--- config.mk ---
export PLATFORM = sky130hd
export DESIGN_NAME = frhp_ctrl
export DESIGN_NICKNAME = d
export VERILOG_FILES = /design/src/frhp_pkg.sv /design/src/frhp_timer_if.sv /design/src/frhp_delay_timer.sv /design/src/frhp_ctrl.sv
export VERILOG_INCLUDE_DIRS = /design/src
export SDC_FILE = /design/constraint.sdc
export NUM_CORES = 1
export LEC_CHECK = 0
export ABC_AREA = 1
export BUFFER_PORTS_ARGS = -buffer_cell sky130_fd_sc_hd__buf_2
export CORE_UTILIZATION = 45
export CTS_CLUSTER_DIAMETER = 30
export DETAILED_ROUTE_END_ITERATION = 8
export PLACE_DENSITY = 0.7
export SLEW_MARGIN = 20
export SYNTH_ARGS = -nofsm -noshare
export SYNTH_HDL_FRONTEND = slang
export SYNTH_SLANG_ARGS = --single-unit
--- constraint.sdc ---
create_clock -name ref_clk -period 1.88 [get_ports ref_clk]
set_input_delay 0.094 -clock ref_clk [delete_from_list [all_inputs] [get_ports ref_clk]]
set_output_delay 0.094 -clock ref_clk [all_outputs]
set_load 0.005 [all_outputs]
--- src/frhp_defines.svh ---
// timing counts, opcodes and fixed values of the flash reset/hold/protect control
`ifndef FRHP_DEFINES_SVH
`define FRHP_DEFINES_SVH

`define FRHP_CLK_PERIOD_NS   5
`define FRHP_T_RESET_NS      1000
`define FRHP_RESET_MIN_CYC   ((`FRHP_T_RESET_NS + `FRHP_CLK_PERIOD_NS - 1) / `FRHP_CLK_PERIOD_NS)
`define FRHP_T_SW_RESET_US   300
`define FRHP_SW_RESET_CYC    ((`FRHP_T_SW_RESET_US * 1000) / `FRHP_CLK_PERIOD_NS)
`define FRHP_T_WR_INHIBIT_US 1000
`define FRHP_WR_INHIBIT_CYC  ((`FRHP_T_WR_INHIBIT_US * 1000) / `FRHP_CLK_PERIOD_NS)

`define FRHP_OP_EN_RESET     8'h66
`define FRHP_OP_RESET        8'h99
`define FRHP_OP_WR_ENABLE    8'h06
`define FRHP_OP_WR_DISABLE   8'h04
`define FRHP_OP_WR_STATUS1   8'h01
`define FRHP_OP_WR_STATUS2   8'h31
`define FRHP_OP_WR_STATUS3   8'h11
`define FRHP_OP_RELEASE_DPD  8'hAB

`define FRHP_PIN_RST_LAST    3'h3

`endif

--- src/frhp_pkg.sv ---
// types shared by the flash reset/hold/protect control
`default_nettype none
package frhp_pkg;
  // reset sequencer states, gray along por -> run -> sw reset -> run
  typedef enum logic [1:0] {
    frhp_st_por   = 2'b00,
    frhp_st_run   = 2'b01,
    frhp_st_swrst = 2'b11,
    frhp_st_hwrst = 2'b10
  } frhp_state_t;
endpackage
`default_nettype wire

--- src/frhp_timer_if.sv ---
// start/busy handshake between the control and a delay timer
`timescale 1ns/10ps
`default_nettype none
interface frhp_timer_if;
  logic start;
  logic busy;
  modport ctrl  (output start, input busy);
  modport timer (input start, output busy);
endinterface
`default_nettype wire

--- src/frhp_delay_timer.sv ---
// one-shot down counter: busy for CYCLES cycles after a start pulse
`timescale 1ns/10ps
`default_nettype none
module frhp_delay_timer #(
  parameter int unsigned CYCLES = 16
) (
  // clock and reset
  input wire logic    clk,
  input wire logic    rst_n,
  // handshake
  frhp_timer_if.timer tif
);
  localparam int W = $clog2(CYCLES + 1);

  logic [W-1:0] count_reg;
  logic [W-1:0] count_next;
  logic         busy_reg;

  if (CYCLES < 1) begin : g_chk
    $error("frhp_delay_timer: CYCLES must be at least 1");
  end

  // a new start reloads, so a restart stretches the interval
  assign count_next = tif.start ? W'(CYCLES) :
                      (count_reg != '0) ? count_reg - W'(1) : count_reg;
  assign tif.busy   = busy_reg;

  // busy has its own flop so the flag leaves a register, same timing as the count
  always_ff @(posedge clk or negedge rst_n) begin
    if (!rst_n) begin
      count_reg <= '0;
      busy_reg  <= 1'b0;
    end else begin
      count_reg <= count_next;
      busy_reg  <= (count_next != '0);
    end
  end
endmodule
`default_nettype wire

--- src/frhp_ctrl.sv ---
// flash reset, hold, reset-pin and write-protect control
`timescale 1ns/10ps
`default_nettype none
`include "frhp_defines.svh"
module frhp_ctrl
  import frhp_pkg::*;
#(
  parameter int unsigned RESET_MIN_CYC  = `FRHP_RESET_MIN_CYC,
  parameter int unsigned SW_RESET_CYC   = `FRHP_SW_RESET_CYC,
  parameter int unsigned WR_INHIBIT_CYC = `FRHP_WR_INHIBIT_CYC
) (
  // clock and reset
  input  wire logic       ref_clk,
  input  wire logic       resetn,
  // supply monitor
  input  wire logic       por_active,
  // serial pins
  input  wire logic       cs_n,
  input  wire logic       sclk,
  input  wire logic       si,
  input  wire logic       hold_rst_n,
  input  wire logic       dedicated_rst_n,
  input  wire logic       wp_n,
  // configuration bits
  input  wire logic       quad_io_enable,
  input  wire logic       pause_or_reset_sel,
  input  wire logic       protect_scheme_select,
  input  wire logic       status_lock_mode_hi,
  input  wire logic       status_lock_mode_lo,
  input  wire logic       four_byte_mode,
  // decoded instruction from the serial front end
  input  wire logic       instr_valid,
  input  wire logic [7:0] instr_code,
  input  wire logic       instr_is_prog_erase,
  input  wire logic       instr_is_ext_addr_wr,
  input  wire logic       instr_is_region_prot,
  // core status
  input  wire logic       write_in_progress,
  input  wire logic       deep_power_down,
  input  wire logic       so_drive_req,
  input  wire logic       bp_area_hit,
  input  wire logic       persistent_region_lock,
  input  wire logic       volatile_region_lock,
  // control outputs
  output logic            selected,
  output logic            standby,
  output logic            paused,
  output logic            so_oe,
  output logic            iface_reset,
  output logic            reset_busy,
  output logic            write_inhibit,
  output logic            instr_accept,
  output logic            write_enable_latch,
  output logic            status_write_ok,
  output logic            array_write_ok
);
  localparam int RW = $clog2(RESET_MIN_CYC + 1);

  if (RESET_MIN_CYC < 2 || SW_RESET_CYC < 1 || WR_INHIBIT_CYC < 1) begin : g_chk
    $error("frhp_ctrl: delay counts too small");
  end

  frhp_timer_if sw_tif ();
  frhp_timer_if wi_tif ();

  logic [1:0]    rst_sync_reg;
  logic          rst_n;
  frhp_state_t   state_reg, state_next;
  logic          cs_n_d_reg, sclk_d_reg;
  logic          armed_reg, armed_next;
  logic          paused_reg, paused_next;
  logic          clk_seen_reg, clk_seen_next;
  logic          en_rst_reg, en_rst_next;
  logic          wel_reg, wel_next;
  logic [RW-1:0] low_cnt_reg, low_cnt_next;
  logic [2:0]    jseq_reg, jseq_next;
  logic selected_reg, standby_reg, so_oe_reg, iface_reset_reg, reset_busy_reg;
  logic instr_accept_reg, status_ok_reg, array_ok_reg;

  // reset release through two flops; assertion stays asynchronous
  always_ff @(posedge ref_clk or negedge resetn) begin
    if (!resetn) rst_sync_reg <= 2'h0;
    else         rst_sync_reg <= {rst_sync_reg[0], 1'b1};
  end
  assign rst_n = rst_sync_reg[1];

  // pin edge detection
  wire cs_fall   = cs_n_d_reg & ~cs_n;
  wire cs_rise   = ~cs_n_d_reg & cs_n;
  wire sclk_edge = sclk ^ sclk_d_reg;

  // shared pin role; quad mode turns it into a data line
  wire pause_fn   = ~quad_io_enable & ~pause_or_reset_sel;
  wire pin_rst_fn = ~quad_io_enable & pause_or_reset_sel;
  // dedicated pin ignores the configuration bits
  wire hw_rst_low = ~dedicated_rst_n | (pin_rst_fn & ~hold_rst_n);
  wire hw_fire    = hw_rst_low && (low_cnt_reg == RW'(RESET_MIN_CYC - 1));

  // pin-only reset: expected bit alternates 0,1,0,1 with the count
  wire jbit_ok    = (si == jseq_reg[0]);
  wire jedec_fire = cs_rise & jbit_ok & ~sclk_edge & (jseq_reg == `FRHP_PIN_RST_LAST);
  wire full_fire  = hw_fire | jedec_fire;

  wire in_run  = (state_reg == frhp_st_run) & ~hw_rst_low & ~por_active;
  wire sel_now = armed_reg & ~cs_n & in_run;

  // instruction acceptance gates
  wire op_wren  = (instr_code == `FRHP_OP_WR_ENABLE);
  wire op_wrdi  = (instr_code == `FRHP_OP_WR_DISABLE);
  wire op_wrsr  = (instr_code == `FRHP_OP_WR_STATUS1) | (instr_code == `FRHP_OP_WR_STATUS2) |
                  (instr_code == `FRHP_OP_WR_STATUS3);
  wire wr_class = op_wren | op_wrsr | instr_is_prog_erase;
  wire inhibit  = wi_tif.busy;
  wire dpd_ok   = ~deep_power_down | (instr_code == `FRHP_OP_RELEASE_DPD);
  wire instr_ok = instr_valid & sel_now & ~paused_reg & dpd_ok &
                  ~(inhibit & wr_class);
  wire sw_fire  = instr_ok & (instr_code == `FRHP_OP_RESET) & en_rst_reg;

  // status register lock from lock mode bits and write-protect pin
  wire sr_locked = status_lock_mode_hi | (status_lock_mode_lo & ~wp_n);
  wire region_locked = persistent_region_lock | volatile_region_lock;
  wire area_locked   = protect_scheme_select ? region_locked : bp_area_hit;

  // reset sequencer; hardware resets outrank the software one
  always_comb begin
    state_next = state_reg;
    unique case (state_reg)
      frhp_st_por:   if (!por_active) state_next = full_fire ? frhp_st_hwrst : frhp_st_run;
      frhp_st_run:   if (full_fire) state_next = frhp_st_hwrst;
                     else if (sw_fire) state_next = frhp_st_swrst;
      frhp_st_swrst: if (full_fire) state_next = frhp_st_hwrst;
                     else if (!sw_tif.busy) state_next = frhp_st_run;
      frhp_st_hwrst: if (!hw_rst_low) state_next = frhp_st_run;
    endcase
    if (por_active) state_next = frhp_st_por;
  end

  // timers: recovery after software reset, inhibit after power-up
  assign sw_tif.start = (state_next == frhp_st_swrst) & (state_reg != frhp_st_swrst);
  assign wi_tif.start = (state_reg == frhp_st_por) & ~por_active;

  frhp_delay_timer #(.CYCLES(SW_RESET_CYC)) u_sw_timer (
    .clk   (ref_clk),
    .rst_n (rst_n),
    .tif   (sw_tif)
  );

  frhp_delay_timer #(.CYCLES(WR_INHIBIT_CYC)) u_wi_timer (
    .clk   (ref_clk),
    .rst_n (rst_n),
    .tif   (wi_tif)
  );

  // reset pin low-time counter, saturating so hw_fire pulses once
  assign low_cnt_next = !hw_rst_low ? '0 :
                        (low_cnt_reg == RW'(RESET_MIN_CYC)) ? low_cnt_reg :
                        low_cnt_reg + RW'(1);

  // pin-only sequence: a clock edge or a wrong bit restarts it
  always_comb begin
    jseq_next = jseq_reg;
    if (sclk_edge || state_reg != frhp_st_run) jseq_next = 3'h0;
    else if (cs_rise) jseq_next = jedec_fire ? 3'h0 :
                                  jbit_ok ? jseq_reg + 3'h1 : {2'h0, ~si};
  end

  // selection arms only on a falling edge seen in the run state
  assign armed_next = (state_reg != frhp_st_run) ? 1'b0 : (armed_reg | cs_fall);

  // pause: hold-pin entry and exit only while the serial clock is low; deselect or leaving pause mode ends it at any clock level
  always_comb begin
    paused_next = paused_reg;
    if (!sel_now || !pause_fn) paused_next = 1'b0;
    else if (!paused_reg && !hold_rst_n && !sclk) paused_next = 1'b1;
    else if (paused_reg && hold_rst_n && !sclk) paused_next = 1'b0;
  end

  // output stays off until the first clock edge of the selection
  assign clk_seen_next = !sel_now ? 1'b0 :
                         (clk_seen_reg | (sclk_edge & ~paused_reg));

  // enable-reset is consumed by the very next accepted instruction
  assign en_rst_next = (state_reg != frhp_st_run) ? 1'b0 :
                       instr_ok ? (instr_code == `FRHP_OP_EN_RESET) : en_rst_reg;

  // write enable latch; set by write enable; reset paths, write disable, status write, program/erase and gated ext-address/region-protect writes clear it
  wire wel_clr = (state_reg != frhp_st_run) | por_active |
                 (instr_ok & (op_wrdi | op_wrsr | instr_is_prog_erase |
                  (instr_is_ext_addr_wr & ~four_byte_mode) |
                  (instr_is_region_prot & protect_scheme_select)));
  assign wel_next = (instr_ok & op_wren) ? 1'b1 : wel_clr ? 1'b0 : wel_reg;

  always_ff @(posedge ref_clk or negedge rst_n) begin
    if (!rst_n) begin
      state_reg    <= frhp_st_por;
      cs_n_d_reg   <= 1'b1;
      sclk_d_reg   <= 1'b0;
      armed_reg    <= 1'b0;
      paused_reg   <= 1'b0;
      clk_seen_reg <= 1'b0;
      en_rst_reg   <= 1'b0;
      wel_reg      <= 1'b0;
      low_cnt_reg  <= '0;
      jseq_reg     <= 3'h0;
    end else begin
      state_reg    <= state_next;
      cs_n_d_reg   <= cs_n;
      sclk_d_reg   <= sclk;
      armed_reg    <= armed_next;
      paused_reg   <= paused_next;
      clk_seen_reg <= clk_seen_next;
      en_rst_reg   <= en_rst_next;
      wel_reg      <= wel_next;
      low_cnt_reg  <= low_cnt_next;
      jseq_reg     <= jseq_next;
    end
  end

  // registered outputs; no combinational path reaches a pin
  always_ff @(posedge ref_clk or negedge rst_n) begin
    if (!rst_n) begin
      selected_reg     <= 1'b0;
      standby_reg      <= 1'b1;
      so_oe_reg        <= 1'b0;
      iface_reset_reg  <= 1'b0;
      reset_busy_reg   <= 1'b1;
      instr_accept_reg <= 1'b0;
      status_ok_reg    <= 1'b0;
      array_ok_reg     <= 1'b0;
    end else begin
      selected_reg     <= sel_now;
      standby_reg      <= cs_n & ~write_in_progress;
      so_oe_reg        <= sel_now & ~paused_next & clk_seen_next & so_drive_req;
      iface_reset_reg  <= cs_rise & paused_reg;
      reset_busy_reg   <= (state_next != frhp_st_run);
      instr_accept_reg <= instr_ok;
      status_ok_reg    <= wel_next & ~sr_locked & ~inhibit;
      array_ok_reg     <= wel_next & ~area_locked & ~inhibit;
    end
  end

  assign selected           = selected_reg;
  assign standby            = standby_reg;
  assign paused             = paused_reg;
  assign so_oe              = so_oe_reg;
  assign iface_reset        = iface_reset_reg;
  assign reset_busy         = reset_busy_reg;
  assign write_inhibit      = inhibit;
  assign instr_accept       = instr_accept_reg;
  assign write_enable_latch = wel_reg;
  assign status_write_ok    = status_ok_reg;
  assign array_write_ok     = array_ok_reg;
endmodule
`default_nettype wire

==> results by group <==
Global routing
  • GRT Total Usage: 0.210
  • Congestion Overflow GR: 0
  • Vias in the first global route: 3307
  • First-pass GRT wire length: 14600 um
  • Number of antenna violations at the first check in global routing: 0
  • Pin count of the biggest net entering global routing: 65

Critical path
  • Worst path required time: 2.11 ns
  • Slowest stage delay, CP: 0.41 ns
  • Arr. time, crit path: 2.08 ns
  • Crit Path Class: reg2reg
  • Crit Path Max Fanout: 7
  • Critical Path Most Common Cell: nand2_2
  • CP max stage cell: dfrtp_1
  • Crit. End Element: register
  • Worst path cell trace: nor2_2, nand2_2, nor4_4, nand2_2, buf_8, nand2_2, o21ai_2, nand2_1, nand3_2, nor2_2, nand2_1
  • Startpoint Class: register

Cells and area
  • Largest register FFs: 18
  • Layout Cells excl Fill: 718
  • Post-layout util: 0.583
  • # diodes: 0
  • Area Overhead vs Synth: 23.3%
  • Layout cells sized above 1: 0.243
  • Commonest non-fill, non-tap cell in the layout: nand2_1
  • Most frequent cells in the layout: nand2_1, inv_1, nor2_1, dfrtp_1, buf_2
  • Nets: 650

Clock network
  • CTS tree: built
  • Sink Count: 66
  • Longest Clk Path Bufs: 2
  • CTS buffer count: 9
  • Worst skew pair latency: 0.35 ns
  • CTS root buf: clkbuf_8
  • Clk slew on worst S/H paths: 0.08 ns
  • H-tree levels: 3

Yosys
  • Post-Synthesis Mean Instance Area: 7.60 um2
  • Post-Syn Nets: 564
  • Number of library cell types mapped by synthesis: 44
  • #FFs+latches synth: 66
  • Synth top area cells: dfrtp_1, nand2_1, inv_1
  • Syn. warnings: 0
  • Area leader, netlist: dfrtp_1
  • Register area share after synthesis: 0.417
  • Synthesized instance count: 522
  • Synth top area share: 0.398
  • Mapped cell area: 3970 um2

Power and ir drop
  • Ratio of total power to cell area: 755 nW/um2
  • Clock power frac: 0.333
  • Sw frac: 0.330
  • Internal: 2.47 mW
  • Pleak: 2.56 nW
  • Maximum vdd drop: 0.470 mV
  • Flop pwr share: 0.441
  • Sw Pwr: 1.22 mW
  • Combinational Power Share: 0.226
  • Power Total: 3.69 mW

STA
  • Final Critical Period: 1.86 ns
  • Hold WS: 0.00906 ns
  • Peak Freq: 539 MHz
  • Final WS setup: 0.0249 ns
  • Final period util: 0.987
  • Clock skew: 0.0107 ns
  • Final Max Slew Viols: 0
  • Final Hold Vio Count: 0
  • RSZ-0062 raised after global routing: yes
  • Setup violators final: 0

Outcome
  • Outcome: finished clean

Route
  • Vias: 3579
  • Routed WL: 9390 um
  • Post-route ant nets: 0
  • Vias per inst: 4.98
  • DRT Pass-1 Iters: 5
  • Routed len/inst: 13.1 um
  • DRC violation count after routing: 0
  • 1st-iter DRT viols: 172

Hold path
  • Min-delay worst type: in2reg

Placed design
  • HPWL after DPL: 6800 um
  • Setup Slack @ Placement: -0.0800 ns
  • Placed instance count: 679
  • IO buf count: 43
  • Final Wtd Congestion: 0.876

Floorplanning
  • Initial Utilization: 0.473
  • Ports: 44
  • Die width: 95.9 um
  • Die ar.: 9190 um2
  • Die height: 95.9 um
  • Core box area: 8380 um2
  • FP Rows: 33

Job
  • Max_cap viols: 0
worst max-delay path: cells and delay by family (launching register included):
family / cells / cell delay [ns]
AOI/OAI and AO/OA: 1 / 0.05
buffers and inverters: 1 / 0.17
DFF: 1 / 0.41
and+or+nand+nor: 9 / 1.10
cells in the mapped netlist (all sizes together):
| library cell | instances |
|---|---|
| nand3b | 1 |
| nand3 | 39 |
| a21oi | 6 |
| clkinv | 2 |
| conb | 1 |
| nor3 | 17 |
| a2111oi | 1 |
| a22oi | 1 |
| nor4 | 4 |
| o41ai | 1 |
| xor2 | 20 |
| o21ai | 17 |
| o21a | 1 |
| nand2 | 125 |
| nand4 | 11 |
| xnor2 | 7 |
| a31oi | 1 |
| nor3b | 1 |
| o21bai | 4 |
| dfstp | 3 |
| clkbuf | 1 |
| inv | 93 |
| dfrtp | 63 |
| nor2 | 88 |
| buf | 4 |
| ha | 9 |
| o31ai | 1 |
power groups by stage:
| stage | clock [mW] | sequential (mW) | combinational (mW) |
|---|---|---|---|
| after CTS | 1.26 | 1.62 | 0.789 |
| after global routing | 1.33 | 1.64 | 0.933 |
| after floorplan | 0 | 1.64 | 0.512 |
| after detailed placement | 0 | 1.64 | 0.770 |
| final | 1.23 | 1.63 | 0.836 |
| after global placement | 0 | 1.64 | 0.746 |
path summary, 6_finish.rpt:
check                                                         end  slack (ns)  depth (start not counted)                               start
worst max-delay path                u_sw_timer.tif.busy$_DFF_PN0_        0.02                         11  u_sw_timer.count_reg[10]$_DFF_PN0_
worst min-delay path                    status_write_ok$_DFF_PN0_       0.009                          3                                wp_n
worst max register to register      u_sw_timer.tif.busy$_DFF_PN0_        0.02                         11  u_sw_timer.count_reg[10]$_DFF_PN0_
worst min register to register  u_wi_timer.count_reg[4]$_DFF_PN0_        0.26                          1           rst_sync_reg[1]$_DFF_PN0_
max in group asynchronous                    reset_busy$_DFF_PN1_        1.28                          1           rst_sync_reg[1]$_DFF_PN0_
min in group asynchronous               rst_sync_reg[0]$_DFF_PN0_        0.06                          2                              resetn
what timing repair did:
item / in CTS / in global routing
hold buffers: 7 / 0
buffers inserted: 7 / 7
endpoints found under the setup margin: 2 / 2
hold endpoints to repair: 8 / 0
cloned: 0 / 2
gates resized for setup: 1 / 25
pin swaps: 0 / 12
area by class of cell:
class	count	area [um2]
fill	731	3490
multi-input combinational	357	2000
sequential	66	1660
timing repair buffer	79	544
inverter	95	358
tap	105	131
clock buffer	9	124
clock inverter	7	77.6
cells by family (layout without fill, tap and decap cells):
logic type      Yosys count  in the layout  synth area share
compound gates           33             33            0.0546
xor+xnor                 27             27            0.0596
fa+ha+maj                 9              9            0.0284
buf+inv                 100            190            0.0994
flops                    66             66             0.417
other cells               1              1          0.000946
simple gates            286            287             0.340
through the flow:
step           setup TNS, ns  area [um2]
2_1_floorplan              0        3970
3_3_place_gp         -0.0210        4390
3_5_place_dp          -0.122        4390
4_1_cts                    0        4720
5_1_grt               -0.257        4890
6_report                   0        4890
layer usage:
| metal | share of wire | vias up | global-route usage |
|---|---|---|---|
| met1 | 0.43 | 1658 | 0.235 |
| met5 | 0 | - | 0 |
| met2 | 0.51 | 104 | 0.379 |
| met4 | 0.014 | 0 | 0.0697 |
| met3 | 0.048 | 17 | 0.0616 |
| li1 | - | 1800 | - |
Power figures use the tool's default switching activity.
